[config.mk]
export PLATFORM = sky130hd
export DESIGN_NAME = scp_port_logic
export DESIGN_NICKNAME = d
export VERILOG_FILES = /design/src/rtl/scp_pkg.sv /design/src/rtl/scp_fifo_if.sv /design/src/rtl/scp_fifo.sv /design/src/rtl/scp_port_logic.sv
export SDC_FILE = /design/constraint.sdc
export NUM_CORES = 1
export LEC_CHECK = 0
export ABC_CLOCK_PERIOD_IN_PS = 3800
export BUFFER_PORTS_ARGS = -buffer_cell sky130_fd_sc_hd__buf_2
export CAP_MARGIN = 0
export CORE_AREA = 2 2 149 107
export DETAILED_ROUTE_END_ITERATION = 12
export DIE_AREA = 0 0 151 109
export PLACE_DENSITY_LB_ADDON = 0.15
export SYNTH_ARGS = -nofsm -noshare
export SYNTH_HDL_FRONTEND = slang
export SYNTH_SLANG_ARGS = --single-unit
[constraint.sdc]
create_clock -name clk -period 3.8 [get_ports clk]
set_clock_uncertainty 0.15 [all_clocks]
set_input_delay 0.57 -clock clk [delete_from_list [all_inputs] [get_ports clk]]
set_output_delay 0.57 -clock clk [all_outputs]
set_load 0.1 [all_outputs]
[src/rtl/scp_pkg.sv]
// package: port map, field positions, reset values and divider counts of the serial port glue
package scp_pkg;
  // i/o port numbers on the low address byte
  localparam logic [7:0] PORT_TX_DATA     = 8'h40;
  localparam logic [7:0] PORT_RX_DATA     = 8'h40;
  localparam logic [7:0] PORT_MODE_CMD    = 8'h41;
  localparam logic [7:0] PORT_STATUS      = 8'h41;
  localparam logic [7:0] PORT_BACKCHAN    = 8'h60;
  localparam logic [7:0] PORT_LINE_STATUS = 8'h61;
  localparam logic [7:0] PORT_STRAPS      = 8'h62;
  // decoder outputs on a4..a7
  localparam logic [3:0] DEC_USART        = 4'h4;
  localparam logic [3:0] DEC_AUX          = 4'h6;
  localparam logic [1:0] AUX_LINE_STATUS  = 2'h1;
  localparam logic [1:0] AUX_STRAPS       = 2'h2;
  // backchannel latch fields
  localparam int         BC_CLK_SEL_BIT   = 6;
  localparam int         BC_MOD_ON_BIT    = 7;
  localparam logic [1:0] BC_RESET         = 2'h0;
  // line status port fields
  localparam int         LS_DCD_BIT       = 0;
  localparam int         LS_CALL_IND_BIT  = 1;
  // usart status, mode and command fields
  localparam int         ST_TX_READY_BIT  = 0;
  localparam int         ST_RX_READY_BIT  = 1;
  localparam int         ST_TX_EMPTY_BIT  = 2;
  localparam int         ST_OVERRUN_BIT   = 4;
  localparam int         ST_DSR_BIT       = 7;
  localparam logic [7:0] MODE_RESET       = 8'h00;
  localparam logic [7:0] CMD_RESET        = 8'h00;
  localparam int         CMD_TX_EN_BIT    = 0;
  localparam int         CMD_RX_EN_BIT    = 2;
  localparam int         CMD_DTR_BIT      = 1;
  localparam int         CMD_RTS_BIT      = 5;
  // clocks: 2.5 MHz divided by 130 gives 16x1200, then by 16 gives 16x75
  localparam int         SYS_CLK_KHZ      = 2500;
  localparam int         MAIN_DIV         = 130;
  localparam int         BACK_DIV         = 16;
  localparam int         OVERSAMPLE       = 16;
  localparam int         BAUD_SEL_W       = 4;
  localparam int         FIFO_DEPTH       = 4;
  localparam int         DATA_W           = 8;
endpackage

[src/rtl/scp_fifo_if.sv]
// interface: valid/ready stream into and out of the transmit fifo
`timescale 1ns/1ps
interface scp_fifo_if;
  logic       in_valid;
  logic       in_ready;
  logic [7:0] in_data;
  logic       out_valid;
  logic       out_ready;
  logic [7:0] out_data;
  modport fifo (input in_valid, in_data, out_ready, output in_ready, out_valid, out_data);
  modport user (output in_valid, in_data, out_ready, input in_ready, out_valid, out_data);
endinterface

[src/rtl/scp_fifo.sv]
// module: small flip-flop fifo with valid/ready on both sides
`timescale 1ns/1ps
module scp_fifo #(
  parameter int WIDTH = 8,
  parameter int DEPTH = 4
) (
  input wire logic clk,
  input wire logic reset_n,
  scp_fifo_if.fifo f
);
  localparam int AW = $clog2(DEPTH);
  logic [WIDTH-1:0] mem_q [DEPTH];
  logic [AW-1:0]    wr_q;
  logic [AW-1:0]    rd_q;
  logic [AW:0]      cnt_q;
  logic             push;
  logic             pop;

  assign f.in_ready  = (cnt_q != (AW+1)'(DEPTH));
  assign f.out_valid = (cnt_q != '0);
  assign f.out_data  = mem_q[rd_q];
  assign push        = f.in_valid && f.in_ready;
  assign pop         = f.out_valid && f.out_ready;

  always_ff @(posedge clk) begin
    if (push) begin
      mem_q[wr_q] <= f.in_data[WIDTH-1:0];
    end
  end

  always_ff @(posedge clk or negedge reset_n) begin
    if (!reset_n) begin
      wr_q  <= '0;
      rd_q  <= '0;
      cnt_q <= '0;
    end else begin
      if (push) wr_q <= (wr_q == AW'(DEPTH-1)) ? '0 : wr_q + 1'b1;
      if (pop)  rd_q <= (rd_q == AW'(DEPTH-1)) ? '0 : rd_q + 1'b1;
      cnt_q <= cnt_q + (AW+1)'(push) - (AW+1)'(pop);
    end
  end
endmodule // scp_fifo

[src/rtl/scp_port_logic.sv]
// module: i/o decode, uart core, baud dividers and backchannel latch for a serial cartridge
// Operation
// RULE1 - decoder looks at a4..a7 on i/o cycles, a0 picks command or data
// RULE2 - first write to port 41 after reset loads mode, later writes load command
// RULE3 - reading port 41 returns the uart status byte
// RULE4 - writing port 40 queues the byte as next character to send
// RULE5 - reading port 40 returns the last received character
// RULE6 - system clock divided by 130 gives the 16x 1200 baud clock
// RULE7 - a further divide by 16 gives the 16x 75 baud backchannel clock
// RULE8 - two-bit latch takes data bits on an output to port 60; the code ignores the write on the general board
// RULE9 - latch bit 6 selects the slow transmit clock and forces clear-to-send
// RULE10 - latch bit 7 drives the backchannel modulator enable output
// RULE11 - the uart is selected when a4..a7 equal 4; the code also needs a1..a3 low
// RULE12 - decoder output 6 with a0 and a1 enables the auxiliary input ports; the code also needs a2..a3 low and the general board
// RULE13 - reading port 61 returns carrier detect and call indicator; the code answers only on the general board
// RULE14 - reading port 62 returns the user strap bank; the code answers only on the general board
// RULE15 - on the general board one closed switch picks the baud rate divider
// RULE16 - the backchannel latch clears on reset
`timescale 1ns/1ps
module scp_port_logic (
  input  wire logic       clk,
  input  wire logic       reset_n,
  input  wire logic [7:0] addr,
  input  wire logic [7:0] data_in,
  output logic      [7:0] data_out,
  output logic            data_oe,
  input  wire logic       iorq_n,
  input  wire logic       rd_n,
  input  wire logic       wr_n,
  input  wire logic       rxd,
  output logic            txd,
  input  wire logic       cts_n,
  input  wire logic       dsr_n,
  input  wire logic       dcd_n,
  input  wire logic       call_indicator_input_n,
  output logic            rts_n,
  output logic            dtr_n,
  output logic            backchannel_modulator_on,
  input  wire logic [3:0] baud_select_switches,
  input  wire logic       general_board,
  input  wire logic [7:0] user_strap_bank
);
  // ----------------------------------------------------------------
  // input synchronisers
  // ----------------------------------------------------------------
  localparam int NSYNC = 37;
  logic [NSYNC-1:0] sync1_q;
  logic [NSYNC-1:0] sync2_q;
  logic [NSYNC-1:0] raw;
  assign raw = {addr, data_in, iorq_n, rd_n, wr_n, rxd, cts_n, dsr_n, dcd_n,
                call_indicator_input_n, baud_select_switches, general_board, user_strap_bank};
  always_ff @(posedge clk or negedge reset_n) begin
    if (!reset_n) begin
      sync1_q <= {NSYNC{1'b1}};
      sync2_q <= {NSYNC{1'b1}};
    end else begin
      sync1_q <= raw;
      sync2_q <= sync1_q;
    end
  end
  logic [7:0] a_s;
  logic [7:0] d_s;
  logic       iorq_s;
  logic       rd_s;
  logic       wr_s;
  logic       rxd_s;
  logic       cts_s;
  logic       dsr_s;
  logic       dcd_s;
  logic       call_ind_s;
  logic [3:0] baud_sw_s;
  logic       gen_s;
  logic [7:0] strap_s;
  assign {a_s, d_s, iorq_s, rd_s, wr_s, rxd_s, cts_s, dsr_s, dcd_s, call_ind_s,
          baud_sw_s, gen_s, strap_s} = sync2_q;

  // ----------------------------------------------------------------
  // port decode
  // ----------------------------------------------------------------
  logic io_rd;
  logic io_wr;
  logic wr_prev_q;
  logic rd_prev_q;
  logic wr_pulse;
  logic rd_pulse;
  logic sel_usart;
  logic sel_aux;
  assign io_rd     = !iorq_s && !rd_s;
  assign io_wr     = !iorq_s && !wr_s;
  assign sel_usart = (a_s[7:4] == scp_pkg::DEC_USART) && (a_s[3:1] == 3'h0); // RULE1 RULE11
  assign sel_aux   = (a_s[7:4] == scp_pkg::DEC_AUX) && (a_s[3:2] == 2'h0); // RULE12
  assign wr_pulse  = io_wr && !wr_prev_q;
  assign rd_pulse  = io_rd && !rd_prev_q;
  always_ff @(posedge clk or negedge reset_n) begin
    if (!reset_n) begin
      wr_prev_q <= 1'b0;
      rd_prev_q <= 1'b0;
    end else begin
      wr_prev_q <= io_wr;
      rd_prev_q <= io_rd;
    end
  end

  // ----------------------------------------------------------------
  // baud dividers
  // ----------------------------------------------------------------
  logic [7:0]  main_cnt_q;
  logic        tick16_main_q;
  logic [3:0]  back_cnt_q;
  logic        tick16_back_q;
  logic [10:0] gen_cnt_q;
  logic [10:0] gen_div;
  logic        tick16_gen_q;
  always_ff @(posedge clk or negedge reset_n) begin
    if (!reset_n) begin
      main_cnt_q    <= 8'h00;
      tick16_main_q <= 1'b0;
    end else begin
      tick16_main_q <= (main_cnt_q == 8'(scp_pkg::MAIN_DIV - 1)); // RULE6
      main_cnt_q    <= (main_cnt_q == 8'(scp_pkg::MAIN_DIV - 1)) ? 8'h00 : main_cnt_q + 8'h01;
    end
  end
  always_ff @(posedge clk or negedge reset_n) begin
    if (!reset_n) begin
      back_cnt_q    <= 4'h0;
      tick16_back_q <= 1'b0;
    end else begin
      tick16_back_q <= 1'b0;
      if (tick16_main_q) begin
        back_cnt_q    <= back_cnt_q + 4'h1;
        tick16_back_q <= (back_cnt_q == 4'(scp_pkg::BACK_DIV - 1)); // RULE7
      end
    end
  end
  // switch 0 -> 1200, 1 -> 600, 2 -> 300, 3 -> 2400; none closed keeps 1200
  always_comb begin
    gen_div = 11'(scp_pkg::MAIN_DIV); // RULE15
    if (!baud_sw_s[3]) gen_div = 11'(scp_pkg::MAIN_DIV / 2);
    if (!baud_sw_s[2]) gen_div = 11'(scp_pkg::MAIN_DIV * 4);
    if (!baud_sw_s[1]) gen_div = 11'(scp_pkg::MAIN_DIV * 2);
    if (!baud_sw_s[0]) gen_div = 11'(scp_pkg::MAIN_DIV);
  end
  always_ff @(posedge clk or negedge reset_n) begin
    if (!reset_n) begin
      gen_cnt_q    <= 11'h000;
      tick16_gen_q <= 1'b0;
    end else begin
      tick16_gen_q <= (gen_cnt_q >= gen_div - 11'h001);
      gen_cnt_q    <= (gen_cnt_q >= gen_div - 11'h001) ? 11'h000 : gen_cnt_q + 11'h001;
    end
  end

  // ----------------------------------------------------------------
  // backchannel latch and clock mux
  // ----------------------------------------------------------------
  logic [1:0] bc_q;
  logic       tx_clock_mux;
  logic       rx_tick;
  logic       cts_eff;
  always_ff @(posedge clk or negedge reset_n) begin
    if (!reset_n) begin
      bc_q <= scp_pkg::BC_RESET; // RULE16
    end else if (wr_pulse && !gen_s && a_s == scp_pkg::PORT_BACKCHAN) begin
      bc_q <= {d_s[scp_pkg::BC_MOD_ON_BIT], d_s[scp_pkg::BC_CLK_SEL_BIT]}; // RULE8
    end
  end
  assign tx_clock_mux = gen_s ? tick16_gen_q : (bc_q[0] ? tick16_back_q : tick16_main_q); // RULE9
  assign rx_tick      = gen_s ? tick16_gen_q : tick16_main_q;
  assign cts_eff      = (!gen_s && bc_q[0]) ? 1'b1 : !cts_s; // RULE9

  // ----------------------------------------------------------------
  // mode and command registers
  // ----------------------------------------------------------------
  logic       mode_done_q;
  logic [7:0] mode_q;
  logic [7:0] cmd_q;
  logic       wr_ctrl;
  logic       wr_data;
  assign wr_ctrl = wr_pulse && sel_usart && a_s[0];
  assign wr_data = wr_pulse && sel_usart && !a_s[0];
  always_ff @(posedge clk or negedge reset_n) begin
    if (!reset_n) begin
      mode_done_q <= 1'b0;
      mode_q      <= scp_pkg::MODE_RESET;
      cmd_q       <= scp_pkg::CMD_RESET;
    end else if (wr_ctrl) begin
      if (!mode_done_q) begin
        mode_q      <= d_s; // RULE2
        mode_done_q <= 1'b1;
      end else begin
        cmd_q <= d_s; // RULE2
      end
    end
  end

  // ----------------------------------------------------------------
  // transmit path through the fifo
  // ----------------------------------------------------------------
  scp_fifo_if tx_if ();
  scp_fifo #(.WIDTH(scp_pkg::DATA_W), .DEPTH(scp_pkg::FIFO_DEPTH)) u_tx_fifo (
    .clk     (clk),
    .reset_n (reset_n),
    .f       (tx_if.fifo)
  );
  logic       tx_busy_q;
  logic [9:0] tx_sh_q;
  logic [3:0] tx_bits_q;
  logic [3:0] tx_ph_q;
  logic       tx_start;
  assign tx_if.in_valid  = wr_data; // RULE4
  assign tx_if.in_data   = d_s;
  assign tx_start        = !tx_busy_q && tx_if.out_valid && cts_eff && cmd_q[scp_pkg::CMD_TX_EN_BIT];
  assign tx_if.out_ready = tx_start;
  always_ff @(posedge clk or negedge reset_n) begin
    if (!reset_n) begin
      tx_busy_q <= 1'b0;
      tx_sh_q   <= 10'h3ff;
      tx_bits_q <= 4'h0;
      tx_ph_q   <= 4'h0;
      txd       <= 1'b1;
    end else if (tx_start) begin
      tx_busy_q <= 1'b1;
      tx_sh_q   <= {1'b1, tx_if.out_data, 1'b0};
      tx_bits_q <= 4'h0;
      tx_ph_q   <= 4'h0;
    end else if (tx_busy_q && tx_clock_mux) begin
      tx_ph_q <= tx_ph_q + 4'h1;
      if (tx_ph_q == 4'h0) begin
        txd     <= tx_sh_q[0];
        tx_sh_q <= {1'b1, tx_sh_q[9:1]};
      end
      if (tx_ph_q == 4'(scp_pkg::OVERSAMPLE - 1)) begin
        tx_bits_q <= tx_bits_q + 4'h1;
        if (tx_bits_q == 4'h9) tx_busy_q <= 1'b0;
      end
    end
  end

  // ----------------------------------------------------------------
  // receive path
  // ----------------------------------------------------------------
  logic       rx_busy_q;
  logic [3:0] rx_ph_q;
  logic [3:0] rx_bits_q;
  logic [7:0] rx_sh_q;
  logic [7:0] rx_data_q;
  logic       rx_rdy_q;
  logic       overrun_q;
  logic       rx_done;
  logic       rd_rx;
  assign rd_rx   = rd_pulse && sel_usart && !a_s[0];
  assign rx_done = rx_busy_q && rx_tick && rx_ph_q == 4'(scp_pkg::OVERSAMPLE - 1)
                   && rx_bits_q == 4'h8;
  always_ff @(posedge clk or negedge reset_n) begin
    if (!reset_n) begin
      rx_busy_q <= 1'b0;
      rx_ph_q   <= 4'h0;
      rx_bits_q <= 4'h0;
      rx_sh_q   <= 8'h00;
    end else if (!rx_busy_q) begin
      if (!rxd_s && cmd_q[scp_pkg::CMD_RX_EN_BIT]) begin
        rx_busy_q <= 1'b1;
        rx_ph_q   <= 4'h8;
        rx_bits_q <= 4'h0;
      end
    end else if (rx_tick) begin
      rx_ph_q <= rx_ph_q + 4'h1;
      if (rx_ph_q == 4'(scp_pkg::OVERSAMPLE - 1)) begin
        rx_bits_q <= rx_bits_q + 4'h1;
        if (rx_bits_q != 4'h0 && rx_bits_q != 4'h9) rx_sh_q <= {rxd_s, rx_sh_q[7:1]};
        // stay busy until the middle of the stop bit so a low last data bit is not a new start
        if (rx_bits_q == 4'h9) rx_busy_q <= 1'b0;
      end
    end
  end
  // a character arriving in the read cycle wins over the read clear
  always_ff @(posedge clk or negedge reset_n) begin
    if (!reset_n) begin
      rx_data_q <= 8'h00;
      rx_rdy_q  <= 1'b0;
      overrun_q <= 1'b0;
    end else if (rx_done) begin
      rx_data_q <= {rxd_s, rx_sh_q[7:1]};
      rx_rdy_q  <= 1'b1;
      if (rx_rdy_q && !rd_rx) overrun_q <= 1'b1;
    end else if (rd_rx) begin
      rx_rdy_q <= 1'b0;
    end
  end

  // ----------------------------------------------------------------
  // read mux and modem outputs
  // ----------------------------------------------------------------
  logic [7:0] status;
  logic [7:0] rd_mux;
  logic       rd_hit;
  always_comb begin
    status = 8'h00;
    status[scp_pkg::ST_TX_READY_BIT] = tx_if.in_ready && cts_eff;
    status[scp_pkg::ST_RX_READY_BIT] = rx_rdy_q;
    status[scp_pkg::ST_TX_EMPTY_BIT] = !tx_busy_q && !tx_if.out_valid;
    status[scp_pkg::ST_OVERRUN_BIT]  = overrun_q;
    status[scp_pkg::ST_DSR_BIT]      = !dsr_s;
  end
  always_comb begin
    rd_mux = 8'h00;
    rd_hit = 1'b1;
    if (sel_usart && a_s[0]) begin
      rd_mux = status; // RULE3
    end else if (sel_usart) begin
      rd_mux = rx_data_q; // RULE5
    end else if (sel_aux && gen_s && a_s[1:0] == scp_pkg::AUX_LINE_STATUS) begin
      rd_mux[scp_pkg::LS_DCD_BIT] = !dcd_s; // RULE13
      rd_mux[scp_pkg::LS_CALL_IND_BIT] = !call_ind_s; // RULE13
    end else if (sel_aux && gen_s && a_s[1:0] == scp_pkg::AUX_STRAPS) begin
      rd_mux = strap_s; // RULE14
    end else begin
      rd_hit = 1'b0;
    end
  end
  always_ff @(posedge clk or negedge reset_n) begin
    if (!reset_n) begin
      data_out                 <= 8'h00;
      data_oe                  <= 1'b0;
      rts_n                    <= 1'b1;
      dtr_n                    <= 1'b1;
      backchannel_modulator_on <= 1'b0;
    end else begin
      data_out                 <= rd_mux;
      data_oe                  <= io_rd && rd_hit;
      rts_n                    <= !cmd_q[scp_pkg::CMD_RTS_BIT];
      dtr_n                    <= !cmd_q[scp_pkg::CMD_DTR_BIT];
      backchannel_modulator_on <= bc_q[1]; // RULE10
    end
  end

  // ----------------------------------------------------------------
  // checks
  // ----------------------------------------------------------------
  a_main_div_period: assert property (@(posedge clk) disable iff (!reset_n) // RULE6
    $rose(tick16_main_q) |=> !tick16_main_q[*8])
    else $error("main divider ticks too often");
  a_main_div_wrap: assert property (@(posedge clk) disable iff (!reset_n) // RULE6
    main_cnt_q == 8'(scp_pkg::MAIN_DIV - 1) |=> tick16_main_q && main_cnt_q == 8'h00)
    else $error("main divider does not wrap at 130");
  a_back_div_rate: assert property (@(posedge clk) disable iff (!reset_n) // RULE7
    tick16_back_q |-> $past(tick16_main_q) && $past(back_cnt_q) == 4'hf)
    else $error("backchannel tick without 16 main ticks");
  a_bc_latch_load: assert property (@(posedge clk) disable iff (!reset_n) // RULE8
    wr_pulse && !gen_s && a_s == scp_pkg::PORT_BACKCHAN
    |=> bc_q == {$past(d_s[scp_pkg::BC_MOD_ON_BIT]), $past(d_s[scp_pkg::BC_CLK_SEL_BIT])})
    else $error("backchannel latch not loaded");
  a_bc_clock_mux: assert property (@(posedge clk) disable iff (!reset_n) // RULE9
    !gen_s && bc_q[0] |-> tx_clock_mux == tick16_back_q && cts_eff)
    else $error("backchannel clock or cts not forced");
  a_mod_on_follow: assert property (@(posedge clk) disable iff (!reset_n) // RULE10
    ##1 backchannel_modulator_on == $past(bc_q[1]))
    else $error("modulator enable does not follow latch");
  a_mode_then_cmd: assert property (@(posedge clk) disable iff (!reset_n) // RULE2
    wr_ctrl && mode_done_q |=> cmd_q == $past(d_s) && mode_q == $past(mode_q))
    else $error("later write to 41 changed mode");
  a_tx_queue: assert property (@(posedge clk) disable iff (!reset_n) // RULE4
    wr_data && tx_if.in_ready && !tx_if.out_ready |=> tx_if.out_valid)
    else $error("written byte not queued");
  a_status_read: assert property (@(posedge clk) disable iff (!reset_n) // RULE3
    io_rd && a_s == scp_pkg::PORT_STATUS |=> data_oe && data_out == $past(status))
    else $error("status read wrong");
  a_strap_read: assert property (@(posedge clk) disable iff (!reset_n) // RULE14
    io_rd && gen_s && a_s == scp_pkg::PORT_STRAPS |=> data_out == $past(strap_s))
    else $error("strap read wrong");
endmodule // scp_port_logic

==> results.md, run 1 <==
- Final cell count without fillers: 852
- Layout cell share with drive strength beyond 1: 0.337
- Final Cycle Share: 0.885
- Synth Area in XOR/XNOR: 0.0237
- Adder-cell area share of the yosys netlist: 0.0516
- Synth Area in Simple Gates: 0.0885
- CP arrival: 3.61 ns
- Die Y-Extent: 109 µm
- Postcts setup bufs: 0
- Final setup fails: 0
- CP dominant cell by count: ha_1
- Yosys top cell area share: 0.277
- Worst hold path type: in2async
- Root Buffer: clkbuf_16
- Synth async-reset ratio: 0.844
- Yosys cell types: 67
- Global-route wire length before repair: 23.8 mm
- Final core occ: 0.615
- Cells after Synth: 574
- H-tree depth: 1
- Post-synthesis sequential area ratio: 0.663
- Outcome: finished clean
- Detail Route Antenna Nets: 0
- Family with the most delay on the worst path: compound AO/OA/AOI/OAI gates
- Hold_buf cts: 0
- Post-Place Cell Area: 0.00863 mm²
- Synth top cells by count: dfrtp_1 (87), dfstp_2 (86), edfxtp_1 (32), ha_1 (32), nor2_1 (31)
- CP Capture Type: flip-flop
- Worst Setup SP: sync2_q[9]
- Diode count: 0
- Worst-path maximum fanout: 8
- Syn avg cell area: 14.2 µm²
- Starting DRT DRC Count: 292
- Max incr delay on CP: 0.55 ns
- Crit path kind: reg2reg
- Final WS setup: 0.438 ns
- Clock Tree Buf Depth: 3
- YS warnings: 0
- RSZ-0062 raised after global routing: false
- Synth area leaders: dfstp_2 (28%), dfrtp_1 (27%), edfxtp_1 (12%)
- IO Count: 52
- Max_cap viols: 0
- Largest area contributor in the netlist: dfstp_2
- Placeable Area: 0.0151 mm²
- Starting Density: 0.539
- # clock sinks: 205
- Clk_lat worst skew: 0.49 ns
- CP max stage cell: dfstp_2
- Place WS: 0.122 ns
- Worst IR Drop VDD: 0.339 mV
- Gr usage total: 0.184
- Pwr Total: 4.70 mW
- Final min period: 3.36 ns
- Placed cell count: 815
- DR WL/cell: 16.6 µm
- Clock transition at the registers of the reported paths: 0.06 ns
- Synth Area in Compound Gates: 0.0831
- CP required: 4.04 ns
- Power per cell area: 506 mW/mm²
- HPWL Detailed: 9.60 mm
- GR Overflow Total: 0
- WHS: 0.00737 ns
- Reg-to-reg critical path startpoint: sync2_q[9]
- Number of synthesized flops with an enable pin: 32
- Final Hold Viols: 0
- CTS resizes: 0
- Initial antenna violation count: 0
- Final Instance Area: 0.00930 mm²
- DR vias: 4,623
- Pins Over Slew Limit: 0
- Post-Route WL: 14.1 mm
- Number of synthesized register bits: 205
- # DRC: 0
- Post-synthesis mux area share: 0.0700
- Rel. slew slack: 0.409
- Worst-Margin Slew: 0.879 ns
- Largest family of logic cells by synthesized area: simple AND/OR/NAND/NOR gates
- Setup crit start kind: flip-flop
- Vias in the first global route: 4,735
- Largest net degree at the start of global routing: 92
- Leak: 4.06 nW
- Core Rows: 38
- FMAX: 297 MHz
- Critical path cell sequence: inv_1 > or3_1 > ha_1 > mux2_2 > ha_1 > a21o_1 > a221oi_1 > o21ai_0 > buf_2 > a211oi_1
- First drt pass iteration count: 4
- Setup TNS Final: 0 ns
- TritonCTS clock tree: yes
- Die W: 151 µm
- Die Area: 0.0165 mm²
- Top_reg_cell synth: dfrtp_1
- TritonCTS buffer count: 20
- Area growth syn-to-layout: 14.1%
- Nets: 710
- Most frequent cell after synthesis: dfrtp_1
- Number of vias per cell: 5.43
- RePlAce Congestion: 0.787
- Netlist Area Pre-Place: 0.00815 mm²
- Buffers on Ports: 51
- Worst path buffer plus inverter count: 2
==> metal layers <==
metal  track usage  share of wire  vias to the layer above
met4        0.0434          0.021                        0
met5             0              0                        -
met3        0.0339          0.041                       24
met1         0.283           0.49                     2329
met2         0.275           0.45                       91
li1              -              -                     2179
==> worst reg2reg max path: stages, from the launching register on <==
cell	delay (ns)
dfstp_2	0.55
inv_1	0.08
or3_1	0.42
ha_1	0.31
mux2_2	0.31
ha_1	0.29
a21o_1	0.16
a221oi_1	0.28
o21ai_0	0.25
buf_2	0.26
a211oi_1	0.22
==> path summary, 6_finish.rpt <==
| kind | cells after the start | end | slack, ns |
|---|---|---|---|
| hold / removal | 1 | gen_cnt_q[8] | 0.007 |
| setup reg to reg | 10 | gen_cnt_q[7] | 0.44 |
| max in group asynchronous | 2 | sync2_q[18] | 2.66 |
| setup / recovery | 10 | gen_cnt_q[7] | 0.44 |
| min in group clk | 1 | sync1_q[24] | 0.02 |
| hold reg to reg | 0 | sync2_q[19] | 0.20 |
==> final cells by class <==
class                           count  area [µm²]
Fill cell                        1161        5820
Multi-Input combinational cell    330        2590
Timing Repair Buffer               56         309
Sequential cell                   205        5400
Clock inverter                      5        53.8
Tap cell                          200         250
Inverter                           25        93.8
Clock buffer                       31         604
==> report_power, final <==
part           leakage (nW)  internal [mW]  total, mW  switching (mW)
clock                 0.324           1.17       1.96           0.789
combinational          1.36          0.133      0.307           0.174
sequential             2.38           2.35       2.44          0.0930
==> state kept, by name, indices dropped and copies added (netlist names), 7 cells and up <==
name / flops
main_cnt_q: 8
tx_sh_q: 9
data_out: 8
u_tx_fifo.mem_q: 32
sync2_q: 37
gen_cnt_q: 11
rx_sh_q: 7
rx_data_q: 8
sync1_q: 37
==> cells in the final DEF (no fill, tap or decap), types with 22 or more instances in the layout <==
master / synthesis / final
dfrtp_1: 87 / 87
buf_2: 2 / 51
mux2_2: 24 / 24
ha_1: 32 / 32
clkbuf_16: 0 / 22
nand2_1: 28 / 28
nor2_1: 31 / 31
inv_1: 24 / 24
dfstp_2: 86 / 86
nand3_1: 22 / 22
edfxtp_1: 32 / 32
==> cells by family (layout without fill, tap and decap cells) <==
kind of cell,Yosys count,in the layout
flip-flops,205,205
XOR/XNOR,22,22
buffers and inverters,40,117
AND/OR/NAND/NOR,133,133
adder cells (fa/ha/maj),33,33
AO/OA/AOI/OAI,98,98
other,1,2
multiplexers,42,42
(Power assumes the default switching activity.)
==> inputs of run 2 (changes only) <==
Settings changed: PLACE_DENSITY_LB_ADDON 0.15 to 0.2.
==> run 2 against run 1 <==
Sequential power hardly changed. Setup slack got worse by 0.057 ns. Design area is 0.19% lower. Maximum frequency is 1.7% lower. Clock power barely moved. Combinational power down 3%. Critical path depth down 1.
==> results.md, run 2 (synthesized netlist as in run 1, its figures left out) <==
- Global-route wire length before repair: 24.2 mm
- Nets: 707
- Met2 GRT Util: 0.285
- Placeable Area: 0.0151 mm²
- Initial antenna violation count: 0
- Die Y-Extent: 109 µm
- Clk_lat worst skew: 0.49 ns
- RePlAce Congestion: 0.868
- H-tree depth: 1
- CP arrival: 3.58 ns
- Largest net degree at the start of global routing: 99
- CTS resizes: 0
- Starting Density: 0.539
- Worst hold path type: in2async
- Max incr delay on CP: 0.72 ns
- Hold_buf cts: 0
- IO Count: 52
- Worst-Margin Slew: 0.931 ns
- DR vias: 4,675
- Top Usage Layer GRT: met2
- Post-Place Cell Area: 0.00862 mm²
- CP Capture Type: flip-flop
- # clock sinks: 205
- Family with the most delay on the worst path: compound AO/OA/AOI/OAI gates
- Core Rows: 38
- GR Overflow Total: 0
- TritonCTS buffer count: 20
- Setup crit start kind: flip-flop
- # DRC: 0
- Final setup fails: 0
- Starting DRT DRC Count: 246
- Rel. slew slack: 0.375
- Die Area: 0.0165 mm²
- First drt pass iteration count: 5
- Area growth syn-to-layout: 13.9%
- CP max stage cell: o21ai_1
- Detail Route Antenna Nets: 0
- Power per cell area: 506 mW/mm²
- Most common cell after layout, fill and taps aside: dfrtp_1
- Max_cap viols: 0
- CP required: 3.96 ns
- GR Util met3: 0.0326
- Postcts setup bufs: 0
- Biggest regs: sync1_q (37), sync2_q (37), u_tx_fifo.mem_q (32)
- Worst IR Drop VDD: 0.353 mV
- Worst path buffer plus inverter count: 1
- Commonest cells after routing, fill and taps aside: dfrtp_1 (87), dfstp_2 (86), buf_2 (50)
- FMAX: 292 MHz
- Buffers on Ports: 51
- Pwr Total: 4.69 mW
- Leak: 4.05 nW
- Gr usage total: 0.187
- Final Instance Area: 0.00928 mm²
- Outcome: finished clean
- Final Cycle Share: 0.900
- Clock transition at the registers of the reported paths: 0.06 ns
- Diode count: 0
- GRT met1 Usage: 0.282
- Final Hold Viols: 0
- Cell count along the critical path: 9
- Reg2reg path depth: 9
- Worst-path maximum fanout: 12
- HPWL Detailed: 9.56 mm
- Post-Route WL: 14.2 mm
- RSZ-0062 raised after global routing: false
- Pins Over Slew Limit: 0
- Clock Tree Buf Depth: 3
- Number of vias per cell: 5.51
- Die W: 151 µm
- CP dominant cell by count: ha_1
- Setup TNS Final: 0 ns
- Final min period: 3.42 ns
- DR WL/cell: 16.7 µm
- TritonCTS clock tree: yes
- Critical path cell sequence: inv_1 > or3_1 > ha_1 > mux2_2 > ha_1 > and3_1 > nand3_1 > o21ai_1 > a211oi_1
- Vias in the first global route: 4,749
- Root Buffer: clkbuf_16
- Crit path kind: reg2reg
- Layout cell share with drive strength beyond 1: 0.334
run 2: cell types whose count changed in the layout (fill, tap and decap cells not counted), sizes merged:
cell    before  now
buf         56   53
clkinv       4    2
clkbuf      31   33
run 2: metal layers:
metal | wire (µm) | vias up
met3 | 657 | 20
met2 | 6460 | 102
li1 | - | 2182
met1 | 6810 | 2371
met4 | 267 | 0
met5 | 0 | -
run 2: stage by stage:
stage | setup WS, ns | std cells | util | hold WS (ns)
final | 0.381 | 849 | 0.614 | 0.0233
after global routing | 0.200 | 849 | 0.614 | 0.00552
after CTS | 0.0328 | 849 | 0.614 | 0.00694
after detailed placement | 0.0287 | 813 | 0.570 | 0.197
after global placement | 0.268 | 813 | 0.570 | 0.196
after floorplan | 0.700 | 575 | - | 0.124
run 2: path summary, 6_finish.rpt:
path	from	end	slack, ns
max	sync2_q[9]	gen_cnt_q[6]	0.38
min	reset_n	gen_cnt_q[0]	0.02
max reg2reg	sync2_q[9]	gen_cnt_q[6]	0.38
min reg2reg	sync1_q[25]	sync2_q[25]	0.20
max in group asynchronous	reset_n	sync1_q[31]	2.58
min in group clk	data_in[7]	sync1_q[28]	0.03
run 2: power by group:
part           switching (mW)  internal (mW)
logic                   0.171          0.127
registers              0.0951           2.35
clock network           0.773           1.18
total                    1.04           3.65
run 2: cell type report:
| class | count | area, µm² |
|---|---|---|
| Clock inverter | 3 | 40.0 |
| Fill cell | 1155 | 5840 |
| Sequential cell | 205 | 5400 |
| Tap cell | 200 | 250 |
| Clock buffer | 33 | 621 |
| Multi-Input combinational cell | 330 | 2590 |
| Inverter | 25 | 93.8 |
| Timing Repair Buffer | 53 | 289 |
==> inputs of run 3 (changes only) <==
Settings changed: ABC_AREA from default to 1, CORE_AREA 2 2 149 107 to 2 2 152 110, DIE_AREA 0 0 151 109 to 0 0 154 112.
==> run 3 against run 2 <==
Sequential share of layout area shrank 2.6 points. First-iteration DRC count is 23% higher. Area after synthesis rose by 4.6%. Via count up 15%. Critical path depth up 2. Hold slack got worse by 0.0049 ns. Core utilization fell by 0.16 points.
==> results.md, run 3 <==
- Outcome: finished clean
- Worst IR Drop VDD: 0.391 mV
- Power per cell area: 482 mW/mm²
- Switch Pwr: 1.06 mW
- Internal power: 3.62 mW
- Final Hold Viols: 0
- YS warnings: 0
- Detail Route Antenna Nets: 0
- Yosys top cell area share: 0.265
- Synth top cells by count: nand2_1 (216), inv_1 (99), dfrtp_1 (87), dfstp_2 (86)
- Cells after Synth: 826
- Top_reg_cell synth: dfrtp_1
- Yosys cell types: 35
- TritonCTS clock tree: yes
- Synth async-reset ratio: 0.844
- Initial antenna violation count: 0
- Postcts setup bufs: 0
- CP arrival: 3.23 ns
- Clk_lat worst skew: 0.49 ns
- Die Y-Extent: 112 µm
- Post-synthesis sequential area ratio: 0.633
- Synth area leaders: dfstp_2 (27%), dfrtp_1 (26%), edfxtp_1 (11%)
- Max incr delay on CP: 0.52 ns
- Largest net degree at the start of global routing: 74
- Reg power frac: 0.519
- Final min period: 2.97 ns
- Starting DRT DRC Count: 303
- Crit path kind: reg2reg
- Family with the most delay on the worst path: simple AND/OR/NAND/NOR gates
- Die Area: 0.0172 mm²
- R2r endpoint: gen_cnt_q[0]
- Netlist Area Pre-Place: 0.00852 mm²
- H-tree depth: 1
- Number of vias per cell: 4.83
- Critical path cell sequence: inv_1 > nand4_1 > ha_1 > inv_1 > nor3_1 > xor2_1 > ha_1 > a21o_1 > o21ai_0 > nand3_1 > nor2_1
- Reg-to-reg critical path startpoint: sync2_q[12]
- Post-Route WL: 15.1 mm
- GRT met1 Usage: 0.300
- Top Usage Layer GRT: met1
- Most frequent cell after synthesis: nand2_1
- Largest area contributor in the netlist: dfstp_2
- Commonest cells after routing, fill and taps aside: nand2_1 (216), inv_1 (99), dfrtp_1 (87)
- Combinational power share: 0.061
- Nets: 968
- Post-Place Cell Area: 0.00900 mm²
- Met2 GRT Util: 0.257
- # DRC: 0
- FMAX: 337 MHz
- Global-route wire length before repair: 25.5 mm
- WHS: 0.0184 ns
- Core Rows: 39
- First drt pass iteration count: 4
- Max_cap viols: 0
- Area used by multi-input combinational logic: 0.00265 mm²
- Setup crit start kind: flip-flop
- Biggest regs: sync1_q (37), sync2_q (37), u_tx_fifo.mem_q (32)
- Leak: 4.58 nW
- Starting Density: 0.537
- Diode count: 0
- Worst hold stages: 1
- IO Count: 52
- Placeable Area: 0.0159 mm²
- Die W: 154 µm
- Worst-Margin Slew: 0.809 ns
- Switching Share: 0.227
- Number of synthesized flops with an enable pin: 32
- CP Capture Type: flip-flop
- CTS resizes: 0
- Clock transition at the registers of the reported paths: 0.06 ns
- Fillers: 1,290
- RSZ-0062 raised after global routing: false
- GR Util met3: 0.0335
- RePlAce Congestion: 0.844
- Hold Path Sink: sync1_q[16]
- Setup TNS Final: 0 ns
- Worst-path maximum fanout: 12
- DR vias: 5,390
- Vias in the first global route: 5,175
- FF-to-FF setup slack: 0.83 ns
- Root Buffer: clkbuf_16
- GR Overflow Total: 0
- Rel. slew slack: 0.459
- Clock Tree Buf Depth: 3
- Reg2reg path depth: 11
- DR WL/cell: 13.5 µm
- Final Instance Area: 0.00971 mm²
- Area growth syn-to-layout: 13.9%
- Layout cell share with drive strength beyond 1: 0.218
- Final Cycle Share: 0.781
- Final setup fails: 0
- TritonCTS buffer count: 21
- Worst hold path type: in2reg
- HPWL Detailed: 10.2 mm
- Number of synthesized register bits: 205
- Final core occ: 0.612
- Most common cell after layout, fill and taps aside: nand2_1
- Min-delay src: cts_n
- CP required: 4.06 ns
- Syn avg cell area: 10.3 µm²
- Buffers on Ports: 51
- Worst path buffer plus inverter count: 2
- Hold_buf cts: 1
- Gr usage total: 0.184
- CP max stage cell: dfstp_2
- Register area: 0.00540 mm²
- Pins Over Slew Limit: 0
- Clk pwr share: 0.421
- # clock sinks: 205
[run 3: cell types whose count changed after synthesis, sizes merged, moves of 11 or more]
cell / previous run / this run
nand2: 29 / 220
inv: 25 / 101
nand3: 23 / 76
nor2: 31 / 76
mux2: 28 / 0
o21ai: 19 / 41
xor2: 6 / 20
a211oi: 11 / 0
xnor2: 16 / 5
[run 3: kinds of logic (layout without fill, tap and decap cells)]
| group | after synthesis | in the layout | share of synthesized area |
|---|---|---|---|
| buf+inv | 116 | 200 | 0.0556 |
| other cells | 1 | 2 | 0.000440 |
| xor+xnor | 25 | 25 | 0.0257 |
| fa+ha+maj | 33 | 33 | 0.0493 |
| simple gates | 393 | 393 | 0.198 |
| flops | 205 | 205 | 0.633 |
| compound gates | 53 | 53 | 0.0376 |
[run 3: metal layers]
metal,up-vias,wire length [µm]
met1,2514,7820
met5,-,0
li1,2756,-
met4,0,269
met2,96,6220
met3,24,747
[run 3: metrics by stage]
step / instances / power, mW / setup WS (ns)
after floorplan: 827 / 2.62 / 1.29
after global placement: 1073 / 2.74 / 0.889
after detailed placement: 1073 / 2.75 / 0.820
after CTS: 1112 / 4.74 / 0.807
after global routing: 1116 / 4.88 / 0.523
final: 1116 / 4.68 / 0.834
[run 3: worst max path at each step]
stage	cells after the start	from	endpoint
final	11	sync2_q[12]	gen_cnt_q[0]
after global routing	11	sync2_q[12]	gen_cnt_q[2]
after CTS	11	sync2_q[12]	gen_cnt_q[0]
after detailed placement	11	sync2_q[12]	gen_cnt_q[0]
after global placement	10	sync2_q[12]	tick16_gen_q
after floorplan	15	sync2_q[12]	gen_cnt_q[2]
[run 3: cell type report]
cell class | instances | area share
Inverter | 103 | 0.0403
Multi-Input combinational cell | 506 | 0.273
Clock buffer | 34 | 0.0624
Sequential cell | 205 | 0.556
Timing Repair Buffer | 59 | 0.0357
Clock inverter | 4 | 0.00593
Tap cell | 205 | 0.0264
[run 3: power groups by stage]
| stage | Clock (mW) | Sequential (mW) | Combinational, mW |
|---|---|---|---|
| floorplan | 0 | 2.44 | 0.182 |
| global placement | 0 | 2.47 | 0.274 |
| detailed placement | 0 | 2.47 | 0.286 |
| CTS | 2.02 | 2.43 | 0.287 |
| global route | 2.11 | 2.44 | 0.334 |
| finish | 1.97 | 2.43 | 0.284 |
